**src/inc/rsc_pkg.sv**
```systemverilog
// Constants for the reset source controller: register map, field layout,
// reset values, enumerations and cycle counts.
// Assumes a 10 MHz mclk and a 32 kHz RC clock that arrives as an asynchronous pin.
package rsc_pkg;

  // Register byte addresses on the AXI4-Lite slave.
  localparam logic [7:0] ADDR_SYS_CTRL   = 8'h00;
  localparam logic [7:0] ADDR_PWR_CTRL   = 8'h04;
  localparam logic [7:0] ADDR_POR_PIN    = 8'h08;
  localparam logic [7:0] ADDR_POR_TIMER  = 8'h0C;
  localparam logic [7:0] ADDR_REF_TRIM   = 8'h10;
  localparam logic [7:0] ADDR_XTAL_TRIM  = 8'h14;
  localparam logic [7:0] ADDR_GEN_CTRL   = 8'h18;
  localparam logic [7:0] ADDR_STATUS     = 8'h1C;
  localparam logic [7:0] ADDR_SCRATCH    = 8'h20;

  // Field positions.
  localparam int SOFT_RESET_POS    = 0;
  localparam int RESET_AT_WAKE_POS = 0;
  localparam int RC_ENABLE_POS     = 1;
  localparam int PIN_SELECT_LSB    = 0;
  localparam int POLARITY_POS      = 8;
  localparam int POR_TIME_LSB      = 0;
  localparam int EMAP_LSB          = 0;
  localparam int FREEZE_POS        = 4;
  localparam int CAUSE_LSB         = 0;
  localparam int SRC_ACTIVE_POS    = 3;
  localparam int RC_RUN_POS        = 4;
  localparam int UNIT_COUNT_LSB    = 8;

  // Field widths.
  localparam int PIN_SEL_W   = 5;
  localparam int POR_TIME_W  = 7;
  localparam int PRESCALE_W  = 12;
  localparam int HOLD_W      = 5;
  localparam int GPIO_COUNT  = 32;

  // Values after reset.
  localparam logic [POR_TIME_W-1:0] POR_TIME_RST  = 7'h20;
  localparam logic [7:0]            REF_TRIM_RST  = 8'h80;
  localparam logic [7:0]            XTAL_TRIM_RST = 8'h00;
  localparam logic [31:0]           SCRATCH_RST   = 32'h00000000;

  // The qualification unit is 4096 RC periods of nominally 31.25 us.
  localparam int RC_PERIOD_PS      = 31250000;
  localparam int RC_TICKS_PER_UNIT = 4096;
  localparam logic [PRESCALE_W-1:0] PRESCALE_LAST = 12'(RC_TICKS_PER_UNIT - 1);

  // Reset hold count, rounded up to whole mclk cycles; each pulse driven out lasts one cycle more.
  localparam int MCLK_PERIOD_NS = 100;
  localparam int RESET_HOLD_NS  = 1600;
  localparam logic [HOLD_W-1:0] RESET_HOLD_CYCLES =
    5'((RESET_HOLD_NS + MCLK_PERIOD_NS - 1) / MCLK_PERIOD_NS);

  // AXI4-Lite responses.
  localparam logic [1:0] RESP_OKAY   = 2'h0;
  localparam logic [1:0] RESP_SLVERR = 2'h2;

  typedef enum logic [1:0] {
    TMR_IDLE  = 2'b00,
    TMR_COUNT = 2'b01,
    TMR_FIRED = 2'b10
  } rsc_timer_state_type;

endpackage

```
**src/verilog/rsc_reset_source_controller.sv**
```systemverilog
// Reset source controller: qualifies the reset pad and a selectable GPIO
// into power-on and hardware resets, adds CPU software resets, with its registers on AXI4-Lite.
// Assumes rst_n is the internal supply-driven power-on reset and that
// cpu_reset_request and wake_from_sleep are mclk-synchronous pulses.
`timescale 1ns/10ps
module rsc_reset_source_controller
  import rsc_pkg::*;
(
  input  wire logic                  mclk,
  input  wire logic                  rst_n,
  input  wire logic [7:0]            s_axi_awaddr,
  input  wire logic                  s_axi_awvalid,
  output logic                       s_axi_awready,
  input  wire logic [31:0]           s_axi_wdata,
  input  wire logic [3:0]            s_axi_wstrb,
  input  wire logic                  s_axi_wvalid,
  output logic                       s_axi_wready,
  output logic [1:0]                 s_axi_bresp,
  output logic                       s_axi_bvalid,
  input  wire logic                  s_axi_bready,
  input  wire logic [7:0]            s_axi_araddr,
  input  wire logic                  s_axi_arvalid,
  output logic                       s_axi_arready,
  output logic [31:0]                s_axi_rdata,
  output logic [1:0]                 s_axi_rresp,
  output logic                       s_axi_rvalid,
  input  wire logic                  s_axi_rready,
  input  wire logic                  reset_pad,
  input  wire logic [GPIO_COUNT-1:0] gpio_in,
  input  wire logic                  rc_clk_in,
  input  wire logic                  cpu_reset_request,
  input  wire logic                  wake_from_sleep,
  output logic                       por_reset,
  output logic                       hw_reset,
  output logic                       soft_reset_bit,
  output logic                       cold_start,
  output logic                       rc_osc_enable,
  output logic                       rc_default_trim,
  output logic [7:0]                 reference_trim,
  output logic [7:0]                 crystal_trim,
  output logic [1:0]                 exchange_memory_map,
  output logic                       debug_freeze_enable
);

  // Input synchronisation.
  logic [GPIO_COUNT+1:0] sync_in;
  logic [GPIO_COUNT-1:0] gpio_sync;
  logic                  pad_sync;
  logic                  rc_sync;

  // The GPIO is only sampled here, so its normal pad function is untouched.
  rsc_sync2 #(.WIDTH(GPIO_COUNT + 2)) u_sync (
    .mclk     (mclk),
    .rst_n    (rst_n),
    .async_in ({rc_clk_in, reset_pad, gpio_in}),
    .sync_out (sync_in)
  );

  assign gpio_sync = sync_in[GPIO_COUNT-1:0];
  assign pad_sync  = sync_in[GPIO_COUNT];
  assign rc_sync   = sync_in[GPIO_COUNT+1];

  // Register file state.
  logic                  soft_pulse_reg,  soft_pulse_next;
  logic                  wake_arm_reg,    wake_arm_next;
  logic                  rc_enable_reg,   rc_enable_next;
  logic [PIN_SEL_W-1:0]  pin_select_reg,  pin_select_next;
  logic                  polarity_reg,    polarity_next;
  logic [POR_TIME_W-1:0] por_time_reg,    por_time_next;
  logic [7:0]            ref_trim_reg,    ref_trim_next;
  logic [7:0]            xtal_trim_reg,   xtal_trim_next;
  logic [1:0]            emap_reg,        emap_next;
  logic                  freeze_reg,      freeze_next;
  logic [31:0]           scratch_reg,     scratch_next;
  logic [2:0]            cause_reg,       cause_next;

  // Source qualification.
  logic gpio_active;
  logic pad_active;
  logic any_source;
  logic rc_prev_reg;
  logic rc_tick;

  assign pad_active  = pad_sync;
  assign gpio_active = (pin_select_reg != '0) &&
                       (gpio_sync[pin_select_reg] == polarity_reg);
  assign any_source  = pad_active | gpio_active;
  assign rc_tick     = rc_sync & ~rc_prev_reg;

  // Power-on timer group.
  rsc_timer_state_type   tmr_state_reg, tmr_state_next;
  logic [PRESCALE_W-1:0] prescale_reg,  prescale_next;
  logic [POR_TIME_W-1:0] unit_cnt_reg,  unit_cnt_next;
  logic                  pad_seen_reg,  pad_seen_next;
  logic                  por_evt;
  logic                  pad_short_evt;

  always_comb begin
    tmr_state_next = tmr_state_reg;
    prescale_next  = prescale_reg;
    unit_cnt_next  = unit_cnt_reg;
    pad_seen_next  = pad_seen_reg;
    por_evt        = 1'b0;
    pad_short_evt  = 1'b0;
    unique case (tmr_state_reg)
      TMR_IDLE: begin
        if (any_source) begin
          tmr_state_next = TMR_COUNT;
          pad_seen_next  = pad_active;
        end
      end
      TMR_COUNT: begin
        if (!any_source) begin
          // A pad pulse shorter than the delay becomes a hardware reset.
          tmr_state_next = TMR_IDLE;
          prescale_next  = '0;
          unit_cnt_next  = '0;
          pad_seen_next  = 1'b0;
          pad_short_evt  = pad_seen_reg;
        end else if (unit_cnt_reg >= por_time_reg) begin
          tmr_state_next = TMR_FIRED;
          por_evt        = 1'b1;
        end else begin
          // One source may hand over to the other without restarting.
          pad_seen_next = pad_seen_reg | pad_active;
          if (rc_tick) begin
            prescale_next = prescale_reg + 12'h001;
            if (prescale_reg == PRESCALE_LAST) begin
              unit_cnt_next = unit_cnt_reg + 7'h01;
            end
          end
        end
      end
      TMR_FIRED: begin
        // Hold here until released so one long assertion fires only once.
        if (!any_source) begin
          tmr_state_next = TMR_IDLE;
          prescale_next  = '0;
          unit_cnt_next  = '0;
          pad_seen_next  = 1'b0;
        end
      end
      default: begin
        tmr_state_next = TMR_IDLE;
        prescale_next  = '0;
        unit_cnt_next  = '0;
        pad_seen_next  = 1'b0;
      end
    endcase
  end

  always_ff @(posedge mclk or negedge rst_n) begin
    if (!rst_n) begin
      tmr_state_reg <= TMR_IDLE;
      prescale_reg  <= '0;
      unit_cnt_reg  <= '0;
      pad_seen_reg  <= 1'b0;
      rc_prev_reg   <= 1'b0;
    end else begin
      tmr_state_reg <= tmr_state_next;
      prescale_reg  <= prescale_next;
      unit_cnt_reg  <= unit_cnt_next;
      pad_seen_reg  <= pad_seen_next;
      rc_prev_reg   <= rc_sync;
    end
  end

  // Reset event classification.
  logic hw_evt;
  logic sw_evt;

  assign hw_evt = pad_short_evt | (wake_from_sleep & wake_arm_reg);
  assign sw_evt = cpu_reset_request | soft_pulse_reg;

  // Reset output group.
  logic [HOLD_W-1:0] hold_reg,  hold_next;
  logic              por_reg,   por_next;
  logic              hw_reg,    hw_next;
  logic              sw_reg,    sw_next;
  logic              rcen_reg,  rcen_next;
  logic              dtrim_reg, dtrim_next;

  always_comb begin
    hold_next = hold_reg;
    por_next  = por_reg;
    hw_next   = hw_reg;
    sw_next   = sw_reg;
    if (por_evt | hw_evt | sw_evt) begin
      // A new event restarts the pulse and adds its class to any in progress.
      hold_next = RESET_HOLD_CYCLES;
      por_next  = por_reg | por_evt;
      hw_next   = hw_reg | hw_evt;
      sw_next   = sw_reg | sw_evt;
    end else if (hold_reg != '0) begin
      hold_next = hold_reg - 5'h01;
    end else begin
      por_next = 1'b0;
      hw_next  = 1'b0;
      sw_next  = 1'b0;
    end
    rcen_next  = rc_enable_reg | any_source;
    dtrim_next = pad_active;
  end

  always_ff @(posedge mclk or negedge rst_n) begin
    if (!rst_n) begin
      hold_reg  <= '0;
      por_reg   <= 1'b0;
      hw_reg    <= 1'b0;
      sw_reg    <= 1'b0;
      rcen_reg  <= 1'b0;
      dtrim_reg <= 1'b0;
    end else begin
      hold_reg  <= hold_next;
      por_reg   <= por_next;
      hw_reg    <= hw_next;
      sw_reg    <= sw_next;
      rcen_reg  <= rcen_next;
      dtrim_reg <= dtrim_next;
    end
  end

  assign por_reset           = por_reg;
  assign hw_reset            = hw_reg;
  assign soft_reset_bit            = sw_reg;
  assign cold_start          = por_reg | hw_reg;
  assign rc_osc_enable       = rcen_reg;
  assign rc_default_trim     = dtrim_reg;
  assign reference_trim      = ref_trim_reg;
  assign crystal_trim        = xtal_trim_reg;
  assign exchange_memory_map = emap_reg;
  assign debug_freeze_enable = freeze_reg;

  // AXI4-Lite bus group.
  logic        aw_full_reg, aw_full_next;
  logic [7:0]  awaddr_reg,  awaddr_next;
  logic        w_full_reg,  w_full_next;
  logic [31:0] wdata_reg,   wdata_next;
  logic [3:0]  wstrb_reg,   wstrb_next;
  logic        bvalid_reg,  bvalid_next;
  logic [1:0]  bresp_reg,   bresp_next;
  logic        rvalid_reg,  rvalid_next;
  logic [31:0] rdata_reg,   rdata_next;
  logic [1:0]  rresp_reg,   rresp_next;
  logic        wr_en;
  logic [31:0] rd_word;
  logic        rd_hit;

  assign s_axi_awready = !aw_full_reg && !bvalid_reg;
  assign s_axi_wready  = !w_full_reg && !bvalid_reg;
  assign s_axi_arready = !rvalid_reg;
  assign wr_en         = aw_full_reg && w_full_reg && !bvalid_reg;

  always_comb begin
    rd_word = 32'h00000000;
    rd_hit  = 1'b1;
    unique case (s_axi_araddr)
      ADDR_SYS_CTRL:  rd_word = 32'h00000000;
      ADDR_PWR_CTRL: begin
        rd_word[RESET_AT_WAKE_POS] = wake_arm_reg;
        rd_word[RC_ENABLE_POS]     = rc_enable_reg;
      end
      ADDR_POR_PIN: begin
        rd_word[PIN_SELECT_LSB +: PIN_SEL_W] = pin_select_reg;
        rd_word[POLARITY_POS]                = polarity_reg;
      end
      ADDR_POR_TIMER: rd_word[POR_TIME_LSB +: POR_TIME_W] = por_time_reg;
      ADDR_REF_TRIM:  rd_word[7:0] = ref_trim_reg;
      ADDR_XTAL_TRIM: rd_word[7:0] = xtal_trim_reg;
      ADDR_GEN_CTRL: begin
        rd_word[EMAP_LSB +: 2] = emap_reg;
        rd_word[FREEZE_POS]    = freeze_reg;
      end
      ADDR_STATUS: begin
        rd_word[CAUSE_LSB +: 3]                  = cause_reg;
        rd_word[SRC_ACTIVE_POS]                  = any_source;
        rd_word[RC_RUN_POS]                      = rcen_reg;
        rd_word[UNIT_COUNT_LSB +: POR_TIME_W]    = unit_cnt_reg;
      end
      ADDR_SCRATCH:   rd_word = scratch_reg;
      default:        rd_hit  = 1'b0;
    endcase
  end

  always_comb begin
    aw_full_next = aw_full_reg;
    awaddr_next  = awaddr_reg;
    w_full_next  = w_full_reg;
    wdata_next   = wdata_reg;
    wstrb_next   = wstrb_reg;
    bvalid_next  = bvalid_reg;
    bresp_next   = bresp_reg;
    rvalid_next  = rvalid_reg;
    rdata_next   = rdata_reg;
    rresp_next   = rresp_reg;
    if (s_axi_awvalid && s_axi_awready) begin
      aw_full_next = 1'b1;
      awaddr_next  = s_axi_awaddr;
    end
    if (s_axi_wvalid && s_axi_wready) begin
      w_full_next = 1'b1;
      wdata_next  = s_axi_wdata;
      wstrb_next  = s_axi_wstrb;
    end
    if (wr_en) begin
      aw_full_next = 1'b0;
      w_full_next  = 1'b0;
      bvalid_next  = 1'b1;
      bresp_next   = (awaddr_reg <= ADDR_SCRATCH && awaddr_reg[1:0] == 2'h0) ?
                     RESP_OKAY : RESP_SLVERR;
    end else if (bvalid_reg && s_axi_bready) begin
      bvalid_next = 1'b0;
    end
    if (s_axi_arvalid && s_axi_arready) begin
      rvalid_next = 1'b1;
      rdata_next  = rd_word;
      rresp_next  = rd_hit ? RESP_OKAY : RESP_SLVERR;
    end else if (rvalid_reg && s_axi_rready) begin
      rvalid_next = 1'b0;
    end
  end

  always_ff @(posedge mclk or negedge rst_n) begin
    if (!rst_n) begin
      aw_full_reg <= 1'b0;
      awaddr_reg  <= 8'h00;
      w_full_reg  <= 1'b0;
      wdata_reg   <= 32'h00000000;
      wstrb_reg   <= 4'h0;
      bvalid_reg  <= 1'b0;
      bresp_reg   <= RESP_OKAY;
      rvalid_reg  <= 1'b0;
      rdata_reg   <= 32'h00000000;
      rresp_reg   <= RESP_OKAY;
    end else begin
      aw_full_reg <= aw_full_next;
      awaddr_reg  <= awaddr_next;
      w_full_reg  <= w_full_next;
      wdata_reg   <= wdata_next;
      wstrb_reg   <= wstrb_next;
      bvalid_reg  <= bvalid_next;
      bresp_reg   <= bresp_next;
      rvalid_reg  <= rvalid_next;
      rdata_reg   <= rdata_next;
      rresp_reg   <= rresp_next;
    end
  end

  assign s_axi_bvalid = bvalid_reg;
  assign s_axi_bresp  = bresp_reg;
  assign s_axi_rvalid = rvalid_reg;
  assign s_axi_rdata  = rdata_reg;
  assign s_axi_rresp  = rresp_reg;

  // Register file group: writes first, then reset-class clears, then cause sets.
  logic [31:0] wmask;
  logic [31:0] wbits;
  logic        por_grp;
  logic        hw_grp;

  assign wmask   = {{8{wstrb_reg[3]}}, {8{wstrb_reg[2]}},
                    {8{wstrb_reg[1]}}, {8{wstrb_reg[0]}}};
  assign wbits   = wdata_reg & wmask;
  assign por_grp = por_evt;
  assign hw_grp  = por_evt | hw_evt;

  always_comb begin
    soft_pulse_next = 1'b0;
    wake_arm_next   = wake_arm_reg;
    rc_enable_next  = rc_enable_reg;
    pin_select_next = pin_select_reg;
    polarity_next   = polarity_reg;
    por_time_next   = por_time_reg;
    ref_trim_next   = ref_trim_reg;
    xtal_trim_next  = xtal_trim_reg;
    emap_next       = emap_reg;
    freeze_next     = freeze_reg;
    scratch_next    = scratch_reg;
    cause_next      = cause_reg;
    if (wr_en) begin
      unique case (awaddr_reg)
        ADDR_SYS_CTRL:  soft_pulse_next = wbits[SOFT_RESET_POS];
        ADDR_PWR_CTRL: begin
          if (wstrb_reg[0]) begin
            wake_arm_next  = wdata_reg[RESET_AT_WAKE_POS];
            rc_enable_next = wdata_reg[RC_ENABLE_POS];
          end
        end
        ADDR_POR_PIN: begin
          if (wstrb_reg[0]) pin_select_next = wdata_reg[PIN_SELECT_LSB +: PIN_SEL_W];
          if (wstrb_reg[1]) polarity_next = wdata_reg[POLARITY_POS];
        end
        ADDR_POR_TIMER: begin
          if (wstrb_reg[0]) por_time_next = wdata_reg[POR_TIME_LSB +: POR_TIME_W];
        end
        ADDR_REF_TRIM:  if (wstrb_reg[0]) ref_trim_next = wdata_reg[7:0];
        ADDR_XTAL_TRIM: if (wstrb_reg[0]) xtal_trim_next = wdata_reg[7:0];
        ADDR_GEN_CTRL: begin
          if (wstrb_reg[0]) begin
            emap_next   = wdata_reg[EMAP_LSB +: 2];
            freeze_next = wdata_reg[FREEZE_POS];
          end
        end
        ADDR_STATUS:    cause_next = cause_reg & ~wbits[CAUSE_LSB +: 3];
        ADDR_SCRATCH:   scratch_next = (scratch_reg & ~wmask) | wbits;
        default: begin
        end
      endcase
    end
    if (por_evt | hw_evt | sw_evt) begin
      pin_select_next = '0;
      scratch_next    = SCRATCH_RST;
    end
    if (hw_grp) begin
      soft_pulse_next = 1'b0;
      wake_arm_next   = 1'b0;
      rc_enable_next  = 1'b0;
      xtal_trim_next  = XTAL_TRIM_RST;
      emap_next       = 2'h0;
      freeze_next     = 1'b0;
    end
    if (por_grp) begin
      polarity_next = 1'b0;
      por_time_next = POR_TIME_RST;
      ref_trim_next = REF_TRIM_RST;
      cause_next    = 3'h0;
    end
    // Hardware sets win over a software clear in the same cycle.
    cause_next = cause_next | {sw_evt, hw_evt, por_evt};
  end

  always_ff @(posedge mclk or negedge rst_n) begin
    if (!rst_n) begin
      soft_pulse_reg <= 1'b0;
      wake_arm_reg   <= 1'b0;
      rc_enable_reg  <= 1'b0;
      pin_select_reg <= '0;
      polarity_reg   <= 1'b0;
      por_time_reg   <= POR_TIME_RST;
      ref_trim_reg   <= REF_TRIM_RST;
      xtal_trim_reg  <= XTAL_TRIM_RST;
      emap_reg       <= 2'h0;
      freeze_reg     <= 1'b0;
      scratch_reg    <= SCRATCH_RST;
      cause_reg      <= 3'h0;
    end else begin
      soft_pulse_reg <= soft_pulse_next;
      wake_arm_reg   <= wake_arm_next;
      rc_enable_reg  <= rc_enable_next;
      pin_select_reg <= pin_select_next;
      polarity_reg   <= polarity_next;
      por_time_reg   <= por_time_next;
      ref_trim_reg   <= ref_trim_next;
      xtal_trim_reg  <= xtal_trim_next;
      emap_reg       <= emap_next;
      freeze_reg     <= freeze_next;
      scratch_reg    <= scratch_next;
      cause_reg      <= cause_next;
    end
  end

endmodule // rsc_reset_source_controller

```
**src/verilog/rsc_sync2.sv**
```systemverilog
// Two-stage synchroniser for a bus of independent asynchronous levels.
// Assumes each bit is a level that holds for several mclk periods.
`timescale 1ns/10ps
module rsc_sync2 #(
  parameter int WIDTH = 1
) (
  input  wire logic             mclk,
  input  wire logic             rst_n,
  input  wire logic [WIDTH-1:0] async_in,
  output logic      [WIDTH-1:0] sync_out
);

  logic [WIDTH-1:0] meta_reg;

  // The first stage feeds only the second stage.
  always_ff @(posedge mclk or negedge rst_n) begin
    if (!rst_n) begin
      meta_reg <= '0;
      sync_out <= '0;
    end else begin
      meta_reg <= async_in;
      sync_out <= meta_reg;
    end
  end

endmodule // rsc_sync2

```
**config.mk**
```make
export PLATFORM = sky130hd
export DESIGN_NAME = rsc_reset_source_controller
export DESIGN_NICKNAME = d
export VERILOG_FILES = /design/src/inc/rsc_pkg.sv /design/src/verilog/rsc_reset_source_controller.sv /design/src/verilog/rsc_sync2.sv
export SDC_FILE = /design/constraint.sdc
export NUM_CORES = 1
export LEC_CHECK = 0
export BUFFER_PORTS_ARGS = -buffer_cell sky130_fd_sc_hd__buf_2
export CAP_MARGIN = 15
export CORE_MARGIN = 2
export CORE_UTILIZATION = 45
export CTS_BUF_LIST = sky130_fd_sc_hd__clkbuf_8
export CTS_CLUSTER_DIAMETER = 80
export DETAILED_ROUTE_END_ITERATION = 10
export GPL_TIMING_DRIVEN = 1
export PLACE_DENSITY = 0.66
export SETUP_SLACK_MARGIN = 0.2
export SYNTH_ARGS = -nofsm -noshare
export SYNTH_HDL_FRONTEND = slang
export SYNTH_SLANG_ARGS = --single-unit
```
**constraint.sdc**
```tcl
create_clock -name mclk -period 8 [get_ports mclk]
set_input_delay 2 -clock mclk [delete_from_list [all_inputs] [get_ports mclk]]
set_output_delay 2 -clock mclk [all_outputs]
set_load 0.05 [all_outputs]
```
==> results of run 1 <==
power groups by stage:
stage          registers (mW)  clock network, mW  logic (mW)
2_1_floorplan            1.68                  0       0.435
3_3_place_gp             1.69                  0       0.626
3_5_place_dp             1.70                  0       0.637
4_1_cts                  1.67               1.11       0.641
5_1_grt                  1.71               1.18       0.692
6_report                 1.68               1.08       0.633
metrics by stage:
| step | power (mW) | hold slack (ns) | utilization | instance area [sq um] | instances |
|---|---|---|---|---|---|
| after global routing | 3.57 | 0.355 | 0.540 | 12200 | 1366 |
| after CTS | 3.43 | 0.341 | 0.540 | 12200 | 1365 |
| after global placement | 2.32 | 0.334 | 0.504 | 11400 | 1289 |
| final | 3.39 | 0.339 | 0.540 | 12200 | 1366 |
| after floorplan | 2.12 | 0.331 | - | 10400 | 883 |
| after detailed placement | 2.33 | 0.335 | 0.504 | 11400 | 1289 |
cells by family (layout without fill, tap and decap cells):
group                      after synthesis  count (layout)  share of synthesized area
adders and majority gates               12              12                     0.0142
and+or+nand+nor                        325             325                      0.140
AOI/OAI and AO/OA                      115             115                     0.0842
DFF                                    253             253                      0.610
muxes                                   92              92                      0.108
other                                    1               2                   0.000361
buffers and inverters                   64             262                     0.0270
xor gates and xnor gates                20              20                     0.0169
layout make-up:
type                       instances  area [sq um]  share of cell area
multi-input combinational        566          3780               0.309
tap                              285           357              0.0292
timing repair buffer             168           873              0.0715
inverter                          18          67.6             0.00553
clock inverter                    26           120             0.00983
sequential                       253          6330               0.518
clock buffer                      50           688              0.0563
per-layer routing:
metal / global-route usage / vias to the layer above
met5: 0 / -
met4: 0.0891 / 0
met3: 0.0386 / 60
met2: 0.313 / 238
met1: 0.287 / 3517
li1: - / 3411
synth_stat cells (4+ instances only):
library cell,instances
xnor2_1,7
a21oi_1,10
inv_1,18
a222oi_1,12
nor2_1,98
nor4_1,4
nand2_1,110
a31oi_1,4
mux2_2,45
nand4_1,6
a21o_1,6
buf_6,4
ha_1,11
o21ai_0,18
nor3_1,12
nand3_1,65
a221oi_1,7
mux2i_1,34
a22o_1,6
a21oi_2,31
clkbuf_1,35
a22oi_1,5
o211ai_1,4
nand2b_1,7
dfrtp_1,251
xor2_1,13
mux4_2,10
final timing paths:
path,from,end,cells after the start
setup / recovery,pin_select_reg[0],hold_reg[2],9
hold / removal,u_sync.meta_reg[19],u_sync.sync_out[19],0
setup reg to reg,pin_select_reg[0],hold_reg[2],9
hold reg to reg,u_sync.meta_reg[19],u_sync.sync_out[19],0
max in group asynchronous,rst_n,s_axi_rdata[1],2
min in group asynchronous,rst_n,s_axi_rdata[19],1
critical path: stages (launching register included):
cell      delay (ns)
dfrtp_1         0.69
mux4_2          0.57
mux4_2          0.51
mux2i_4         0.22
or3b_2          0.16
nand3_1         0.46
a221o_1         0.70
nand2b_2        0.57
buf_4           0.40
nor3_1          0.23
==> impl_metrics.json, run 1 <==
{
  "worstPathRequired_ns": 8.46,
  "htree_levels": 2,
  "seq_area_frac_synth": 0.610,
  "fp-row-count": 55,
  "drc": 0,
  "fin_crit_sh": 0.578,
  "finalMaxSlewViolations": 0,
  "leakage_nw": 5.96,
  "gr-total-overflow": 0,
  "wl_met1_mm": 10.7,
  "place_congestion": 0.844,
  "p_comb_frac": 0.187,
  "netlist_instances": 882,
  "fin_tns_setup_ns": 0,
  "layout_common_cells": "dfrtp_1 (251), buf_2 (158), nand2_1 (110), nor2_1 (97), nand3_1 (65)",
  "setup_ws_ns": 3.38,
  "power.share.clock": 0.319,
  "synth_edf_count": 0,
  "holdBufCountCts": 0,
  "top_layer": "met4",
  "routed-via-count": 7226,
  "fmax_mhz": 216,
  "core_area_sq_um": 22600,
  "wl_per_cell_microns": 17.7,
  "yosysUniqueCellTypes": 57,
  "ys_top_cells_by_area": "dfrtp_1 (60%), mux2_2 (4.9%), nand2_1 (4.0%)",
  "wl_met2_mm": 11.1,
  "path_max_fanout": 23,
  "reg2reg_setup_slack_ns": 3.38,
  "rsz0062_at_grt": "false",
  "cts_resized": 0,
  "initial_core_util": 0.459,
  "relSlewSlack": 0.306,
  "n_antenna_cell": 0,
  "status": "completed",
  "synth_ff_type": "dfrtp_1",
  "nets": 1156,
  "finalSetupViolCount": 0,
  "wl_met3_mm": 1.44,
  "cts_tree": "built",
  "maxCapViolCount": 0,
  "drt_iter0_drc": 479,
  "ioPinCount": 161,
  "worst_pin_slew_ns": 1.04,
  "async_flop_share": 1.00,
  "drive_gt1_frac": 0.297,
  "synth_top_area_share": 0.605,
  "antenna_left": 0,
  "area_growth_syn_to_layout_pct": 17.7,
  "clock_skew_ns": 0.0205,
  "power_density_nw_per_um2": 277,
  "dp.final_hpwl_mm": 16.4,
  "die_h_microns": 156,
  "hold_class": "reg2reg",
  "p_switching_mw": 1.09,
  "synth_top_area_cell": "dfrtp_1",
  "ys_ff_latch": 253,
  "grt_pass1_wl_mm": 39.0,
  "cp-end-kind": "register",
  "clkSinkCount": 253,
  "cts_setup_buffers": 0,
  "arrival_ns": 5.08,
  "port_buffers": 158,
  "antenna_found_initial": 0,
  "insertion_delay_ns": 0.56,
  "vdd_drop_max_uv": 165,
  "vias_per_cell": 5.29,
  "cts_buffer_depth": 3,
  "path_clk_slew_ns": 0.06,
  "final_common_cell": "dfrtp_1",
  "die_w_microns": 156,
  "swShare": 0.322,
  "netlist_area_sq_um": 10400,
  "ys_warn_count": 0,
  "wirelength_mm": 24.1,
  "clockRootBuffer": "clkbuf_8",
  "pwr-share-seq": 0.494,
  "pre_cts_ws_ns": 3.41,
  "fillers": 1983,
  "grt_max_degree": 101,
  "grt_pass1_vias": 7224,
  "syn_area_per_cell_sq_um": 11.8,
  "dr.pass1.iters": 5,
  "layout_min_cycle_time_ns": 4.62,
  "dieArea_sq_um": 24300,
  "critPathKind": "reg2reg",
  "critPathLaunchType": "register",
  "internal_power_mw": 2.30,
  "cts_made_buffers": 43,
  "grtUsageTotal": 0.204,
  "final_hold_viol_count": 0
}
Note: power is estimated with default switching activity, not from simulation.
==> run 2: changes to the inputs <==
- clock period: 8 -> 4.47 ns (I/O delays scaled with it)
==> run 2 against run 1 <==
Final area is 0.26% higher. Setup slack worse by 2.8 ns. Clock skew is 0.0040 ns higher. Sequential power is 79% higher. Fmax is 19% higher. Worst hold slack better by 0.0012 ns. Sequential share of layout area is 0.13 points lower.
==> impl_metrics.json, run 2 (synthesized netlist as in run 1, its figures left out) <==
{
  "status": "completed",
  "clockRootBuffer": "clkbuf_8",
  "routed-via-count": 7306,
  "grt_pass1_vias": 7325,
  "dpl.cell_count": 1294,
  "critPathLaunchType": "register",
  "antenna_left": 0,
  "place_congestion": 0.855,
  "insertion_delay_ns": 0.55,
  "finalMaxSlewViolations": 0,
  "fmax_mhz": 256,
  "grt_pass1_wl_mm": 39.3,
  "crit_top_cell": "mux4_2",
  "fin_crit_sh": 0.872,
  "max_stage_delay_ns": 0.70,
  "dr.pass1.iters": 7,
  "cts_buffer_depth": 3,
  "ioPinCount": 161,
  "area_growth_syn_to_layout_pct": 18.0,
  "htree_levels": 2,
  "n_antenna_cell": 0,
  "finalNonFillerCells": 1369,
  "critPathKind": "reg2reg",
  "drive_gt1_frac": 0.303,
  "maxCapViolCount": 0,
  "dieArea_sq_um": 24300,
  "final_common_cell": "dfrtp_1",
  "arrival_ns": 4.35,
  "multiInputGateArea_sq_um": 3780,
  "clkSinkCount": 253,
  "pwr-share-seq": 0.498,
  "layout_min_cycle_time_ns": 3.90,
  "port_buffers": 158,
  "rsz0062_at_grt": "false",
  "power_density_nw_per_um2": 492,
  "cp-end-kind": "register",
  "cts_made_buffers": 44,
  "antenna_found_initial": 0,
  "core_area_sq_um": 22600,
  "drc": 0,
  "regArea_sq_um": 6330,
  "relSlewSlack": 0.321,
  "path_clk_slew_ns": 0.06,
  "holdBufCountCts": 0,
  "cts_tree": "built",
  "worst_pin_slew_ns": 1.02,
  "grtUsageTotal": 0.206,
  "p_comb_frac": 0.188,
  "die_w_microns": 156,
  "dp.final_hpwl_mm": 16.7,
  "gr-total-overflow": 0,
  "final_hold_viol_count": 0,
  "wirelength_mm": 23.9,
  "clock_skew_ns": 0.0244,
  "drt_iter0_drc": 450,
  "path_max_fanout": 32,
  "die_h_microns": 156,
  "cp_slowest_cell": "dfrtp_1",
  "path_cells": "mux4_2 -> mux4_2 -> mux2i_4 -> xor2_1 -> a21oi_1 -> a221o_2 -> nand2b_2 -> buf_4 -> a21oi_2",
  "swShare": 0.322,
  "fp-row-count": 55,
  "wl_per_cell_microns": 17.5,
  "worstPathRequired_ns": 4.92,
  "internal_power_mw": 4.09,
  "power.share.clock": 0.313,
  "initial_core_util": 0.459,
  "p_switching_mw": 1.94,
  "leakage_nw": 5.97,
  "fillers": 1973,
  "vias_per_cell": 5.34,
  "nets": 1162,
  "layout_common_cells": "dfrtp_1 (251), buf_2 (157), nand2_1 (110), nor2_1 (97), nand3_1 (65)",
  "grt_max_degree": 94,
  "finalSetupViolCount": 0,
  "fin_tns_setup_ns": 0,
  "worst_hold_slack_ns": 0.340,
  "hold_class": "reg2reg",
  "vdd_drop_max_uv": 385
}
-- run 2: cell type report --
class                   instances  share of cell area
repair buffers                173              0.0754
inverters                      18             0.00551
multi-input cells             566               0.309
clock inverters                26              0.0104
clock buffers                  48              0.0539
flip-flops and latches        253               0.517
well taps                     285              0.0291
-- run 2: critical path: cells and delay by family, from the launching register on --
kind	cells	cell delay, ns
AND/OR/NAND/NOR	1	0.35
XOR/XNOR	1	0.24
AO/OA/AOI/OAI	3	0.82
buffers and inverters	1	0.36
multiplexers	3	1.30
flip-flops	1	0.70
-- run 2: final timing paths --
path / slack (ns) / endpoint / cells past startpoint / startpoint
max reg2reg: 0.57 / scratch_reg[10] / 9 / pin_select_reg[0]
max in group asynchronous: 2.91 / scratch_reg[10] / 2 / rst_n
max: 0.57 / scratch_reg[10] / 9 / pin_select_reg[0]
min in group asynchronous: 0.57 / s_axi_rdata[17] / 1 / rst_n
min: 0.34 / u_sync.sync_out[31] / 0 / u_sync.meta_reg[31]
min reg2reg: 0.34 / u_sync.sync_out[31] / 0 / u_sync.meta_reg[31]
-- run 2: metrics by stage --
stage | area, sq um | setup slack [ns] | total power, mW | utilization
6_report | 12300 | 0.571 | 6.02 | 0.541
5_1_grt | 12300 | 0.281 | 6.37 | 0.541
4_1_cts | 12200 | 0.356 | 6.09 | 0.541
3_5_place_dp | 11500 | 0.368 | 4.18 | 0.506
3_3_place_gp | 11500 | 0.483 | 4.15 | 0.506
2_1_floorplan | 10400 | 1.31 | 3.79 | -
-- run 2: power groups by stage --
stage | sequential (mW) | combinational [mW] | clock, mW
final | 3.00 | 1.13 | 1.89
after global routing | 3.05 | 1.25 | 2.07
after CTS | 3.00 | 1.14 | 1.95
after detailed placement | 3.03 | 1.14 | 0
after global placement | 3.03 | 1.12 | 0
after floorplan | 3.01 | 0.779 | 0
-- run 2: layer usage --
metal / GRT usage / part of all wire / up-vias / routed length [microns]
li1: - / - / 3445 / -
met1: 0.298 / 0.46 / 3588 / 10900
met2: 0.309 / 0.46 / 226 / 10900
met3: 0.0411 / 0.056 / 47 / 1350
met4: 0.0751 / 0.029 / 0 / 703
met5: 0 / 0 / - / 0
-- run 2: repair_timing --
action,CTS,global route
setup endpoints to repair,0,32
setup buffers,0,0
hold endpoints to repair,0,0
resized for setup,0,1
